<file path="src/design/odt_ctrl_pkg.sv">
package odt_ctrl_pkg;

    // Clocking of the bench: system clock and memory clock periods
    localparam int SYS_PERIOD_NS  = 10;
    localparam int CK_PERIOD_NS   = 80;
    // Nominal turn-off delay and strength-change skew, half a memory clock
    localparam int HALF_CK_NS     = CK_PERIOD_NS / 2;
    localparam int HALF_CK_CYCLES = (HALF_CK_NS + SYS_PERIOD_NS - 1) / SYS_PERIOD_NS;

    // Termination latency is write latency less this many memory clocks
    localparam int LAT_OFFSET     = 2;
    // Write-termination window beyond the switch, in memory clocks
    localparam int WIN_BC4        = 4;
    localparam int WIN_BL8        = 6;

    // Depth and index width of the memory-clock delay lines
    localparam int LINE_DEPTH     = 32;
    localparam int LINE_IDX_W     = 5;

    // Burst length field of MR0 bits A1:A0
    localparam logic [1:0] BL_FIXED_8 = 2'h0;
    localparam logic [1:0] BL_OTF     = 2'h1;
    localparam logic [1:0] BL_FIXED_4 = 2'h2;

    // Synchronised pin bundle bit positions
    localparam int PIN_CK     = 0;
    localparam int PIN_ODT    = 1;
    localparam int PIN_CKE    = 2;
    localparam int PIN_CS_N   = 3;
    localparam int PIN_RAS_N  = 4;
    localparam int PIN_CAS_N  = 5;
    localparam int PIN_WE_N   = 6;
    localparam int PIN_A12    = 7;
    localparam int PIN_COUNT  = 8;

    // Write command code on {cs_n, ras_n, cas_n, we_n}
    localparam logic [3:0] CMD_WRITE = 4'h4;

endpackage : odt_ctrl_pkg

</file>
<file path="src/design/odt_sync_ctrl.sv">
// What this block does
// - Termination follows synchronous timing while the DLL is on and locked, except in self-refresh and slow-exit power-down.
// - Termination turns on and off the set latency after ODT is sampled.
// - Turn-on and turn-off latency equal CAS write plus additive latency, less two.
// - The internal ODT signal is delayed by the additive latency.
// - Termination is on only while the device is not driving the data bus.
// - Dynamic strength switching is enabled when either write-termination bit is set.
// - Nominal strength comes from MR1 A9,A6,A2; write strength from MR2 A10,A9.
// - Without writes, nominal strength applies and the ODT pin sets on/off timing.
// - A registered write selects write strength write latency minus two clocks later.
// - Nominal strength returns four (chop) or six (BL8) clocks after the switch.
// - Turn-off and strength switches lag half a memory clock.
// - With all termination bits zero the ODT pin is ignored.
// - Termination stays off and ODT is ignored during self-refresh.
`timescale 1ns/1ps
`default_nettype none

module odt_sync_ctrl #(
    parameter int DEPTH = odt_ctrl_pkg::LINE_DEPTH
) (
    // Clock and reset
    input  wire logic       i_sys_clk,
    input  wire logic       i_arst_n,
    // Memory interface pins, asynchronous to the system clock
    input  wire logic       i_ck,
    input  wire logic       i_odt,
    input  wire logic       i_cke,
    input  wire logic       i_cs_n,
    input  wire logic       i_ras_n,
    input  wire logic       i_cas_n,
    input  wire logic       i_we_n,
    input  wire logic       i_a12,
    // Mode register fields
    input  wire logic [3:0] i_cas_write_lat,
    input  wire logic [3:0] i_additive_lat,
    input  wire logic [2:0] i_rtt_nom_bits,
    input  wire logic [1:0] i_rtt_wr_bits,
    input  wire logic [1:0] i_burst_mode,
    input  wire logic       i_mr0_dll_pd_keep,
    // Device state
    input  wire logic       i_dll_locked,
    input  wire logic       i_dll_off_mode,
    input  wire logic       i_self_refresh,
    input  wire logic       i_any_bank_open,
    input  wire logic       i_dq_driving,
    // Termination control
    output logic            o_term_en,
    output logic            o_term_is_write,
    output logic [2:0]      o_term_code,
    output logic            o_sync_mode
);

    localparam int IDX_W = $clog2(DEPTH);
    localparam int HALF  = odt_ctrl_pkg::HALF_CK_CYCLES;

    initial begin
        if (DEPTH < 29 || DEPTH > 32) $error("delay line depth must cover write latency 28");
        if (HALF < 2 || HALF > 8) $error("half memory clock must be two to eight system cycles");
    end

    logic [odt_ctrl_pkg::PIN_COUNT-1:0] pins_s;
    logic                               ck_q;
    logic                               ck_rise;
    logic                               ck_rise_q;
    logic                               odt_mode_en;
    logic                               dynamic_en;
    logic                               active;
    logic [4:0]                         write_lat;
    logic [IDX_W-1:0]                   term_lat;
    logic                               odt_in;
    logic [1:0]                         wr_in;
    logic                               odt_tap;
    logic [1:0]                         wr_tap;
    logic                               term_on;
    logic [2:0]                         off_cnt;
    logic                               wr_win;
    logic [2:0]                         wr_left;
    logic [2:0]                         sw_cnt;

    function automatic logic is_write_cmd(input logic [3:0] cmd);
        return cmd == odt_ctrl_pkg::CMD_WRITE;
    endfunction : is_write_cmd

    function automatic logic burst_is_bl8(input logic [1:0] mode, input logic a12);
        case (mode)
            odt_ctrl_pkg::BL_FIXED_8: return 1'b1;
            odt_ctrl_pkg::BL_OTF:     return a12;
            default:                  return 1'b0;
        endcase
    endfunction : burst_is_bl8

    pin_sync #(
        .W (odt_ctrl_pkg::PIN_COUNT)
    ) u_pin_sync (
        .i_sys_clk (i_sys_clk),
        .i_arst_n  (i_arst_n),
        .i_pins    ({i_a12, i_we_n, i_cas_n, i_ras_n, i_cs_n, i_cke, i_odt, i_ck}),
        .o_pins    (pins_s)
    );

    // Memory clock edges found from the synchronised copy
    always_ff @(posedge i_sys_clk or negedge i_arst_n) begin
        if (!i_arst_n) begin
            ck_q      <= 1'b0;
            ck_rise_q <= 1'b0;
        end else begin
            ck_q      <= pins_s[odt_ctrl_pkg::PIN_CK];
            // Window logic steps one cycle late so it reads the tap after the shift lands
            ck_rise_q <= ck_rise;
        end
    end

    assign ck_rise = pins_s[odt_ctrl_pkg::PIN_CK] & ~ck_q;

    assign odt_mode_en = (|i_rtt_nom_bits) | (|i_rtt_wr_bits);
    assign dynamic_en  = |i_rtt_wr_bits;

    // Async mode in slow-exit power-down is not served: termination held off there
    assign active = i_dll_locked & ~i_dll_off_mode & ~i_self_refresh
                  & (pins_s[odt_ctrl_pkg::PIN_CKE] | i_any_bank_open
                     | i_mr0_dll_pd_keep);

    // Write latency carries the additive latency, so posting is built in
    assign write_lat = {1'b0, i_cas_write_lat} + {1'b0, i_additive_lat};
    assign term_lat  = IDX_W'(write_lat - 5'(odt_ctrl_pkg::LAT_OFFSET));

    assign odt_in = pins_s[odt_ctrl_pkg::PIN_ODT] & active & odt_mode_en;
    assign wr_in  = {burst_is_bl8(i_burst_mode, pins_s[odt_ctrl_pkg::PIN_A12]),
                     is_write_cmd({pins_s[odt_ctrl_pkg::PIN_CS_N],
                                   pins_s[odt_ctrl_pkg::PIN_RAS_N],
                                   pins_s[odt_ctrl_pkg::PIN_CAS_N],
                                   pins_s[odt_ctrl_pkg::PIN_WE_N]})
                     & active & dynamic_en};

    ck_delay_line #(
        .DEPTH (DEPTH),
        .W     (1)
    ) u_odt_line (
        .i_sys_clk (i_sys_clk),
        .i_arst_n  (i_arst_n),
        .i_shift   (ck_rise),
        .i_din     (odt_in),
        .i_tap     (term_lat),
        .o_dout    (odt_tap)
    );

    ck_delay_line #(
        .DEPTH (DEPTH),
        .W     (2)
    ) u_write_line (
        .i_sys_clk (i_sys_clk),
        .i_arst_n  (i_arst_n),
        .i_shift   (ck_rise),
        .i_din     (wr_in),
        .i_tap     (term_lat),
        .o_dout    (wr_tap)
    );

    // On at once when the delayed ODT rises, off half a clock after it falls
    always_ff @(posedge i_sys_clk or negedge i_arst_n) begin
        if (!i_arst_n) begin
            term_on <= 1'b0;
            off_cnt <= 3'h0;
        end else if (odt_tap) begin
            term_on <= 1'b1;
            off_cnt <= 3'h0;
        end else if (term_on) begin
            if (off_cnt == 3'(HALF - 1)) begin
                term_on <= 1'b0;
                off_cnt <= 3'h0;
            end else begin
                off_cnt <= off_cnt + 3'h1;
            end
        end
    end

    // Write window counted in memory clocks; a newer write reloads it
    always_ff @(posedge i_sys_clk or negedge i_arst_n) begin
        if (!i_arst_n) begin
            wr_win  <= 1'b0;
            wr_left <= 3'h0;
        end else if (!dynamic_en) begin
            wr_win  <= 1'b0;
            wr_left <= 3'h0;
        end else if (ck_rise_q) begin
            if (wr_tap[0]) begin
                wr_win  <= 1'b1;
                wr_left <= wr_tap[1] ? 3'(odt_ctrl_pkg::WIN_BL8)
                                     : 3'(odt_ctrl_pkg::WIN_BC4);
            end else if (wr_win) begin
                if (wr_left == 3'h1) begin
                    wr_win <= 1'b0;
                end
                wr_left <= wr_left - 3'h1;
            end
        end
    end

    // Strength follows the window with half a clock of skew either way
    always_ff @(posedge i_sys_clk or negedge i_arst_n) begin
        if (!i_arst_n) begin
            o_term_is_write <= 1'b0;
            sw_cnt          <= 3'h0;
        end else if (!dynamic_en) begin
            o_term_is_write <= 1'b0;
            sw_cnt          <= 3'h0;
        end else if (wr_win != o_term_is_write) begin
            if (sw_cnt == 3'(HALF - 1)) begin
                o_term_is_write <= wr_win;
                sw_cnt          <= 3'h0;
            end else begin
                sw_cnt <= sw_cnt + 3'h1;
            end
        end else begin
            sw_cnt <= 3'h0;
        end
    end

    // Gates act at once so the pads never terminate while driving or in self-refresh
    always_ff @(posedge i_sys_clk or negedge i_arst_n) begin
        if (!i_arst_n) begin
            o_term_en   <= 1'b0;
            o_term_code <= 3'h0;
            o_sync_mode <= 1'b0;
        end else begin
            o_term_en   <= term_on & active & odt_mode_en & ~i_dq_driving
                         & (o_term_is_write | (|i_rtt_nom_bits));
            o_term_code <= o_term_is_write ? {1'b0, i_rtt_wr_bits}
                                           : i_rtt_nom_bits;
            o_sync_mode <= active;
        end
    end
endmodule : odt_sync_ctrl

`default_nettype wire

</file>
<file path="src/design/pin_sync.sv">
`timescale 1ns/1ps
`default_nettype none

module pin_sync #(
    parameter int W = 1
) (
    // Clock and reset
    input  wire logic         i_sys_clk,
    input  wire logic         i_arst_n,
    // Pins
    input  wire logic [W-1:0] i_pins,
    output logic      [W-1:0] o_pins
);

    logic [W-1:0] meta;

    initial begin
        if (W < 1) $error("pin_sync width must be at least one");
    end

    always_ff @(posedge i_sys_clk or negedge i_arst_n) begin
        if (!i_arst_n) begin
            meta   <= '0;
            o_pins <= '0;
        end else begin
            meta   <= i_pins;
            o_pins <= meta;
        end
    end

endmodule : pin_sync

`default_nettype wire

</file>
<file path="src/design/ck_delay_line.sv">
`timescale 1ns/1ps
`default_nettype none

module ck_delay_line #(
    parameter int DEPTH = 32,
    parameter int W     = 1
) (
    // Clock and reset
    input  wire logic                     i_sys_clk,
    input  wire logic                     i_arst_n,
    // Shift on each memory clock rising edge
    input  wire logic                     i_shift,
    input  wire logic [W-1:0]             i_din,
    input  wire logic [$clog2(DEPTH)-1:0] i_tap,
    output logic      [W-1:0]             o_dout
);

    logic [W-1:0] stage [DEPTH];

    initial begin
        if (DEPTH < 2) $error("ck_delay_line depth must be at least two");
    end

    // Stage n holds the sample taken n memory clocks ago
    always_ff @(posedge i_sys_clk or negedge i_arst_n) begin
        if (!i_arst_n) begin
            for (int i = 0; i < DEPTH; i++) stage[i] <= '0;
        end else if (i_shift) begin
            stage[0] <= i_din;
            for (int i = 1; i < DEPTH; i++) stage[i] <= stage[i-1];
        end
    end

    assign o_dout = stage[i_tap];

endmodule : ck_delay_line

`default_nettype wire

</file>
<file path="config.mk">
export PLATFORM = sky130hd
export DESIGN_NAME = odt_sync_ctrl
export DESIGN_NICKNAME = d
export VERILOG_FILES = /design/src/design/odt_ctrl_pkg.sv /design/src/design/odt_sync_ctrl.sv /design/src/design/pin_sync.sv /design/src/design/ck_delay_line.sv
export SDC_FILE = /design/constraint.sdc
export NUM_CORES = 1
export LEC_CHECK = 0
export ABC_AREA = 1
export BUFFER_PORTS_ARGS = -buffer_cell sky130_fd_sc_hd__buf_2
export CORE_MARGIN = 10
export CORE_UTILIZATION = 25
export DETAILED_ROUTE_END_ITERATION = 10
export PLACE_DENSITY = 0.41
export RECOVER_POWER = 50
export SYNTH_ARGS = -nofsm -noshare
export SYNTH_HDL_FRONTEND = slang
export SYNTH_SLANG_ARGS = --single-unit
</file>
<file path="constraint.sdc">
create_clock -name i_sys_clk -period 1.9 [get_ports i_sys_clk]
set_clock_uncertainty 0.2 [all_clocks]
set_input_delay 0.19 -clock i_sys_clk [delete_from_list [all_inputs] [get_ports i_sys_clk]]
set_output_delay 0.19 -clock i_sys_clk [all_outputs]
set_load 0.05 [all_outputs]
</file>
# Yosys cells after proc, flatten, opt, wreduce, memory -nomap -nowiden
# Cells that the tools add are included.
[classes] add_sub_neg=5 magnitude_cmp=1 eq_ne=10 muxes=30 n_bitwise=21 reduce_logical=6
[op_table] cell="2-to-1 mux 3 bit" n=11
[op_table] cell="2-to-1 mux 1 bit" n=13
[op_table] cell="AND 1 bit" n=12
[op_table] cell="binary-select mux 2 bit (select 5 bit)" n=1
[op_table] cell="adder 3 x 1 -> 3 bit (second input constant)" n=2
[op_table] cell="== test 3 x 2 -> 1 bit (second input constant)" n=2
[op_table] cell=">= comparator 6 bit (second input constant)" n=1
[op_table] cell="2-to-1 mux 2 bit" n=3
[op_table] cell="inverter 5 -> 6 bit" n=1
[op_table] cell="adder 4 x 4 -> 5 bit" n=1
[op_table] cell="binary-select mux 1 bit (select 5 bit)" n=1
[op_table] cell="subtractor 5 x 2 -> 5 bit (second input constant)" n=1
[op_table] cell="== test 4 x 3 -> 1 bit (second input constant)" n=1
[op_table] cell="!= test 2 x 1 -> 1 bit (second input constant)" n=2
[op_table] cell="inverter 1 bit" n=4
[op_table] cell="OR 1 bit" n=4
[op_table] cell="AND reduction 2 bit" n=2
[op_table] cell="== test 3 x 1 -> 1 bit (second input constant)" n=1
[op_table] cell="!= test 3 x 1 -> 1 bit (second input constant)" n=1
[op_table] cell="OR reduction 3 bit" n=1
[op_table] cell="subtractor 3 x 1 -> 3 bit (second input constant)" n=1
[op_table] cell="== test 2 x 1 -> 1 bit (second input constant)" n=1
[op_table] cell="logical NOT 2 bit" n=1
[op_table] cell="!= test 2 bit (second input constant)" n=1
[op_table] cell="4 further kinds" n=4
[totals] ff_bits=131 in_bits=31 output_inout_bits=6

# Depth between registers and ports, before layout
[depth] ltp_word=10 depth_mapped=17

# Hierarchy
# From an unflattened synthesis, not the netlist that was laid out.
[hier_totals] cells_unflattened=743 area_unflattened_um2=6212.2
[by_module_without_submodules] mod="ck_delay_line (u_write_line)" n_inst=1 cells_each=389 area_each_um2=3145.5 seq_area_each_um2=1601.5
[by_module_without_submodules] mod="ck_delay_line (u_odt_line)" n_inst=1 cells_each=197 area_each_um2=1545.2 seq_area_each_um2=800.8
[by_module_without_submodules] mod="odt_sync_ctrl" n_inst=1 cells_each=141 area_each_um2=1121.1 seq_area_each_um2=475.5
[by_module_without_submodules] mod="pin_sync" n_inst=1 cells_each=16 area_each_um2=400.4 seq_area_each_um2=400.4

# Worst setup path before layout
# Ideal clock, no wire load.
[synth_timing] path_type="input to register" startpoint="input port i_cas_write_lat[1]" endpoint="register wr_left[2]" setup_time_ps=125 arrival_ps=2113 slack_ps=-539 cell_stages=14 path_buffers=1 path_cell_list="inv_1 -> ha_1 -> inv_1 -> ha_1 -> fa_1 -> inv_1 -> clkbuf_1 -> nand3_1 -> nand3_1 -> nand3_2 -> nand2_2 -> o21ai_4 -> nand2_1 -> o21ai_1"
[synth_between] elab_chain_len=9 elab_cells_between_ends=11
[synth_rtl] element="start, declared" line="odt_sync_ctrl.sv:34" rtl="input wire logic [3:0] i_cas_write_lat,"
[synth_rtl] element="adder 4 x 4 -> 5 bit (*)" line="odt_sync_ctrl.sv:124" rtl="assign write_lat = {1'b0, i_cas_write_lat} + {1'b0, i_additive_lat};"
[synth_rtl] element="subtractor 5 x 2 -> 5 bit (*)" line="odt_sync_ctrl.sv:125" rtl="assign term_lat = IDX_W'(write_lat - 5'(odt_ctrl_pkg::LAT_OFFSET));"
[synth_rtl] element="inverter 5 -> 6 bit (not written as such) (*)" line="ck_delay_line.sv:34" rtl="assign o_dout = stage[i_tap];"
[synth_rtl] element="binary-select mux 2 bit (select 5 bit) (*)" line="ck_delay_line.sv:34"
[synth_rtl] element="2-to-1 mux 2 bit (not written as such) (*) (2 in a row)" line="ck_delay_line.sv:34"
[synth_rtl] element="2-to-1 mux 3 bit" line="odt_sync_ctrl.sv:186" rtl="if (wr_tap[0]) begin"
[synth_rtl] element="2-to-1 mux 3 bit" line="odt_sync_ctrl.sv:185" rtl="end else if (ck_rise_q) begin"
[synth_rtl] element="2-to-1 mux 3 bit" line="odt_sync_ctrl.sv:182" rtl="end else if (!dynamic_en) begin"
[synth_rtl] element="end signal, assigned" line="odt_sync_ctrl.sv:188" rtl="wr_left <= wr_tap[1] ? 3'(odt_ctrl_pkg::WIN_BL8)"
[synth_rtl] element="end signal, assigned" line="odt_sync_ctrl.sv:194" rtl="wr_left <= wr_left - 3'h1;"
[synth_rtl] element="end, declared" line="odt_sync_ctrl.sv:77" rtl="logic [2:0] wr_left;"
# Every way passes the cells marked *; elsewhere a longest branch is shown, timed or not. The select of a mux whose other input is x is not followed.
# A chain may end at the register's enable or synchronous reset.

# Worst setup path after layout
[layout_timing] startpoint="input port i_cas_write_lat[1]" endpoint="register wr_left[1]"
[layout_between] elab_chain_len=10 elab_cells_between_ends=12
[layout_rtl] element="adder 4 x 4 -> 5 bit (*)" line="odt_sync_ctrl.sv:124"
[layout_rtl] element="subtractor 5 x 2 -> 5 bit (*)" line="odt_sync_ctrl.sv:125"
[layout_rtl] element="inverter 5 -> 6 bit (not written as such) (*)" line="ck_delay_line.sv:34"
[layout_rtl] element="binary-select mux 2 bit (select 5 bit) (*)" line="ck_delay_line.sv:34"
[layout_rtl] element="2-to-1 mux 2 bit (not written as such) (*) (2 in a row)" line="ck_delay_line.sv:34"
[layout_rtl] element="2-to-1 mux 2 bit" line="odt_sync_ctrl.sv:188"
[layout_rtl] element="2-to-1 mux 3 bit" line="odt_sync_ctrl.sv:186"
[layout_rtl] element="2-to-1 mux 3 bit" line="odt_sync_ctrl.sv:185"
[layout_rtl] element="2-to-1 mux 3 bit" line="odt_sync_ctrl.sv:182"
# Marks and branches as above.

==> impl_metrics.ini <==
[synthesis]
synth_top_family_by_area = simple AND/OR/NAND/NOR gates
yosysUniqueCellTypes = 33
synthFlopType = dfrtp_1
synthCells = 727
synth_compound_area_share_pct = 7.71
yosysTopAreaCellShare_pct = 54.5
synth_mux_area_share_pct = 0.374
netlist_area_um2 = 6020
ys_ff_latch = 131
yosys_warnings = 0
synth_top_cell_by_area = dfrtp_1
synth_edf_count = 0
synthArstFlopShare_pct = 100
synthXorXnorAreaFrac_pct = 0.416
synth_nets = 770
synthTopCellsByArea = dfrtp_1 (54%), nand2_1 (19%), nand3_1 (6.1%)
synthSimpleGateAreaFrac_pct = 27.0
ys_seq_area_share_pct = 54.5
avgSynthCellArea_um2 = 8.28
synth_fa_ha_area_share_pct = 2.62

[setup_path]
cp_max_fo = 8
cp-end-kind = flip-flop
crit_path_start_kind = input port
cp.required_ps = 2000
cp-startpoint = i_cas_write_lat[1]
critical_path_class = in -> reg
timing.rr.start = o_term_is_write$_DFFE_PN0P_
crit_arrival_ps = 2050

[detailed_routing]
firstDrtPassIters = 4
wl_um = 15100
wl_per_cell_um = 13.2
drc = 0
first_iter_violations = 254
vias = 4806
viasPerCell = 4.22
drtAntennaViolNets = 0

[sta]
setup_viol = 7
timing.final.max_slew_violations = 0
final.setup.tns_ps = -192
worst_pin_slew_ps = 923
worst_slack_ps = -46.2
fmax_ghz = 0.514
fin_crit_sh_pct = 102
slew_headroom_pct = 38.5
hold_viol = 0
rsz0062_at_grt = true
layout_min_cycle_time_ps = 1950

[global_routing]
grt_usage_pct = 10.4
grt_max_degree = 56
antenna_found_initial = 0
grt_first_pass_wirelength_um = 25800
grt_pass1_vias = 4944
grt-ovfl-total = 0

[cts]
cts_tree = yes
cts_inserted_buffers = 17
h-tree-depth = 4
cts_buffer_depth = 2
path_clk_slew_ps = 60
cts_sinks = 131
clk_latency_ps = 420
root_buffer = clkbuf_16

[outcome]
violations = negative setup slack
outcome = finished, violations left

[worst_hold_path]
hp-start = i_rtt_nom_bits[0]
hold_path.class = in -> reg

[finish]
drive_above_1_share_pct = 19.9
nFillCells = 2512
layout_commonest_cell = nand2_1
antenna_cells = 0
ff_latch_area_um2 = 3280
final_nets = 851
multi_input_area_um2 = 2480
areaGrowthSynthToFinish_pct = 31.0
mostFrequentLayoutCells = nand2_1 (306), dfrtp_1 (131), o21ai_0 (50)

[placement]
hpwl_um = 10100
globalplace.congestion = 0.716
dp_slack_ps = -698
io_buffers = 36

[floorplanning]
top_level_ports = 37
dieHeight_um = 175
dieArea_um2 = 30700
core_area_um2 = 23600
std_cell_rows = 56
start_util_pct = 25.5
fp.dieW_um = 175

[pwr]
ir_worst_vdd_mv = 0.572
p_per_area_nw_per_um2 = 1090
power.leakage_uw = 0.00386

[run]
drv_cap = 0
==> worst max-delay path, stage by stage <==
cell and delay, ps:
buf_8 80, inv_8 30, ha_4 250, inv_2 40
ha_4 150, fa_2 590, inv_4 80, buf_12 140
nand3_2 80, nand3_1 80, nand2_1 60, nand2_1 40
nand2_1 60, nand2_1 50, nand3_1 70, o21ai_1 50
==> stage by stage <==
stage	instances	cell area, um^2	hold WS, ps	power [uW]	utilization [%]
global placement	1085	6930	-65.1	5120	29.4
finish	1140	7890	38.7	8620	33.4
detailed placement	1085	6930	-65.1	5110	29.4
CTS	1140	7920	19.6	8760	33.6
floorplan	727	6100	-306	4460	-
global route	1140	7890	81.9	9130	33.4
==> per-layer routing <==
metal	wire length (um)	global-route usage, %	part of all wire [%]
met5	0	0	0
met4	238	4.38	1.6
met3	412	2.50	2.7
met2	7110	16.0	47
met1	7320	13.7	49
==> final timing paths <==
path                                                     to  slack [ps]  cells past startpoint
setup / recovery                     wr_left[1]$_DFFE_PN0P_         -50                     16
setup reg to reg                   o_term_code[1]$_DFF_PN0_         190                      2
hold / removal             u_odt_line.stage[31]$_DFFE_PN0P_          40                      5
min in group asynchronous    u_pin_sync.o_pins[7]$_DFF_PN0_         240                      2
hold reg to reg              u_pin_sync.o_pins[6]$_DFF_PN0_         150                      0
max in group asynchronous          o_term_code[2]$_DFF_PN0_         270                      3
==> cell type report <==
type | count | share of cell area [%]
clock inverters | 13 | 1.98
multi-input cells | 502 | 31.5
repair buffers | 99 | 11.2
inverters | 57 | 3.00
flip-flops and latches | 131 | 41.6
clock buffers | 19 | 5.74
well taps | 319 | 5.06
==> where the power goes <==
group          internal [uW]  switching, uW  leakage (uW)
registers               3100            215       0.00175
clock network           2130           1270      0.000299
logic                    801           1110       0.00182
total                   6020           2590       0.00386
==> cell usage after synthesis, types with 3 or more instances <==
master    count
nand2_1     309
o21ai_0      50
dfrtp_1     131
buf_6        10
o21ai_1       9
nand3_1      73
a21oi_1      18
inv_1        54
nor2_1        8
o211ai_1      3
clkbuf_1     23
buf_4         3
ha_1         11
==> registers in the layout, summed over array words and instances, names as in the netlist, 3 cells and up <==
name and cells:
o_term_code 3, off_cnt 3, sw_cnt 3, u_odt_line.stage 32
u_pin_sync.meta 8, u_pin_sync.o_pins 8, u_write_line.stage 64, wr_left 3
==> timing repair <==
item | 4_1_cts | 5_1_grt
gates resized for setup | 37 | 3
pin swaps | 27 | 2
gates cloned | 0 | 0
endpoints found under the hold margin | 145 | 0
endpoints found under the setup margin | 8 | 9
hold buffers | 20 | 0
setup buffers | 3 | 0
==> cells by family after synthesis <==
family	count (synthesis)
fa+ha+maj	12
compound gates	86
xor+xnor	2
mux	2
simple gates	400
flops	131
buf+inv	94
Note: power is estimated with default switching activity, not from simulation.
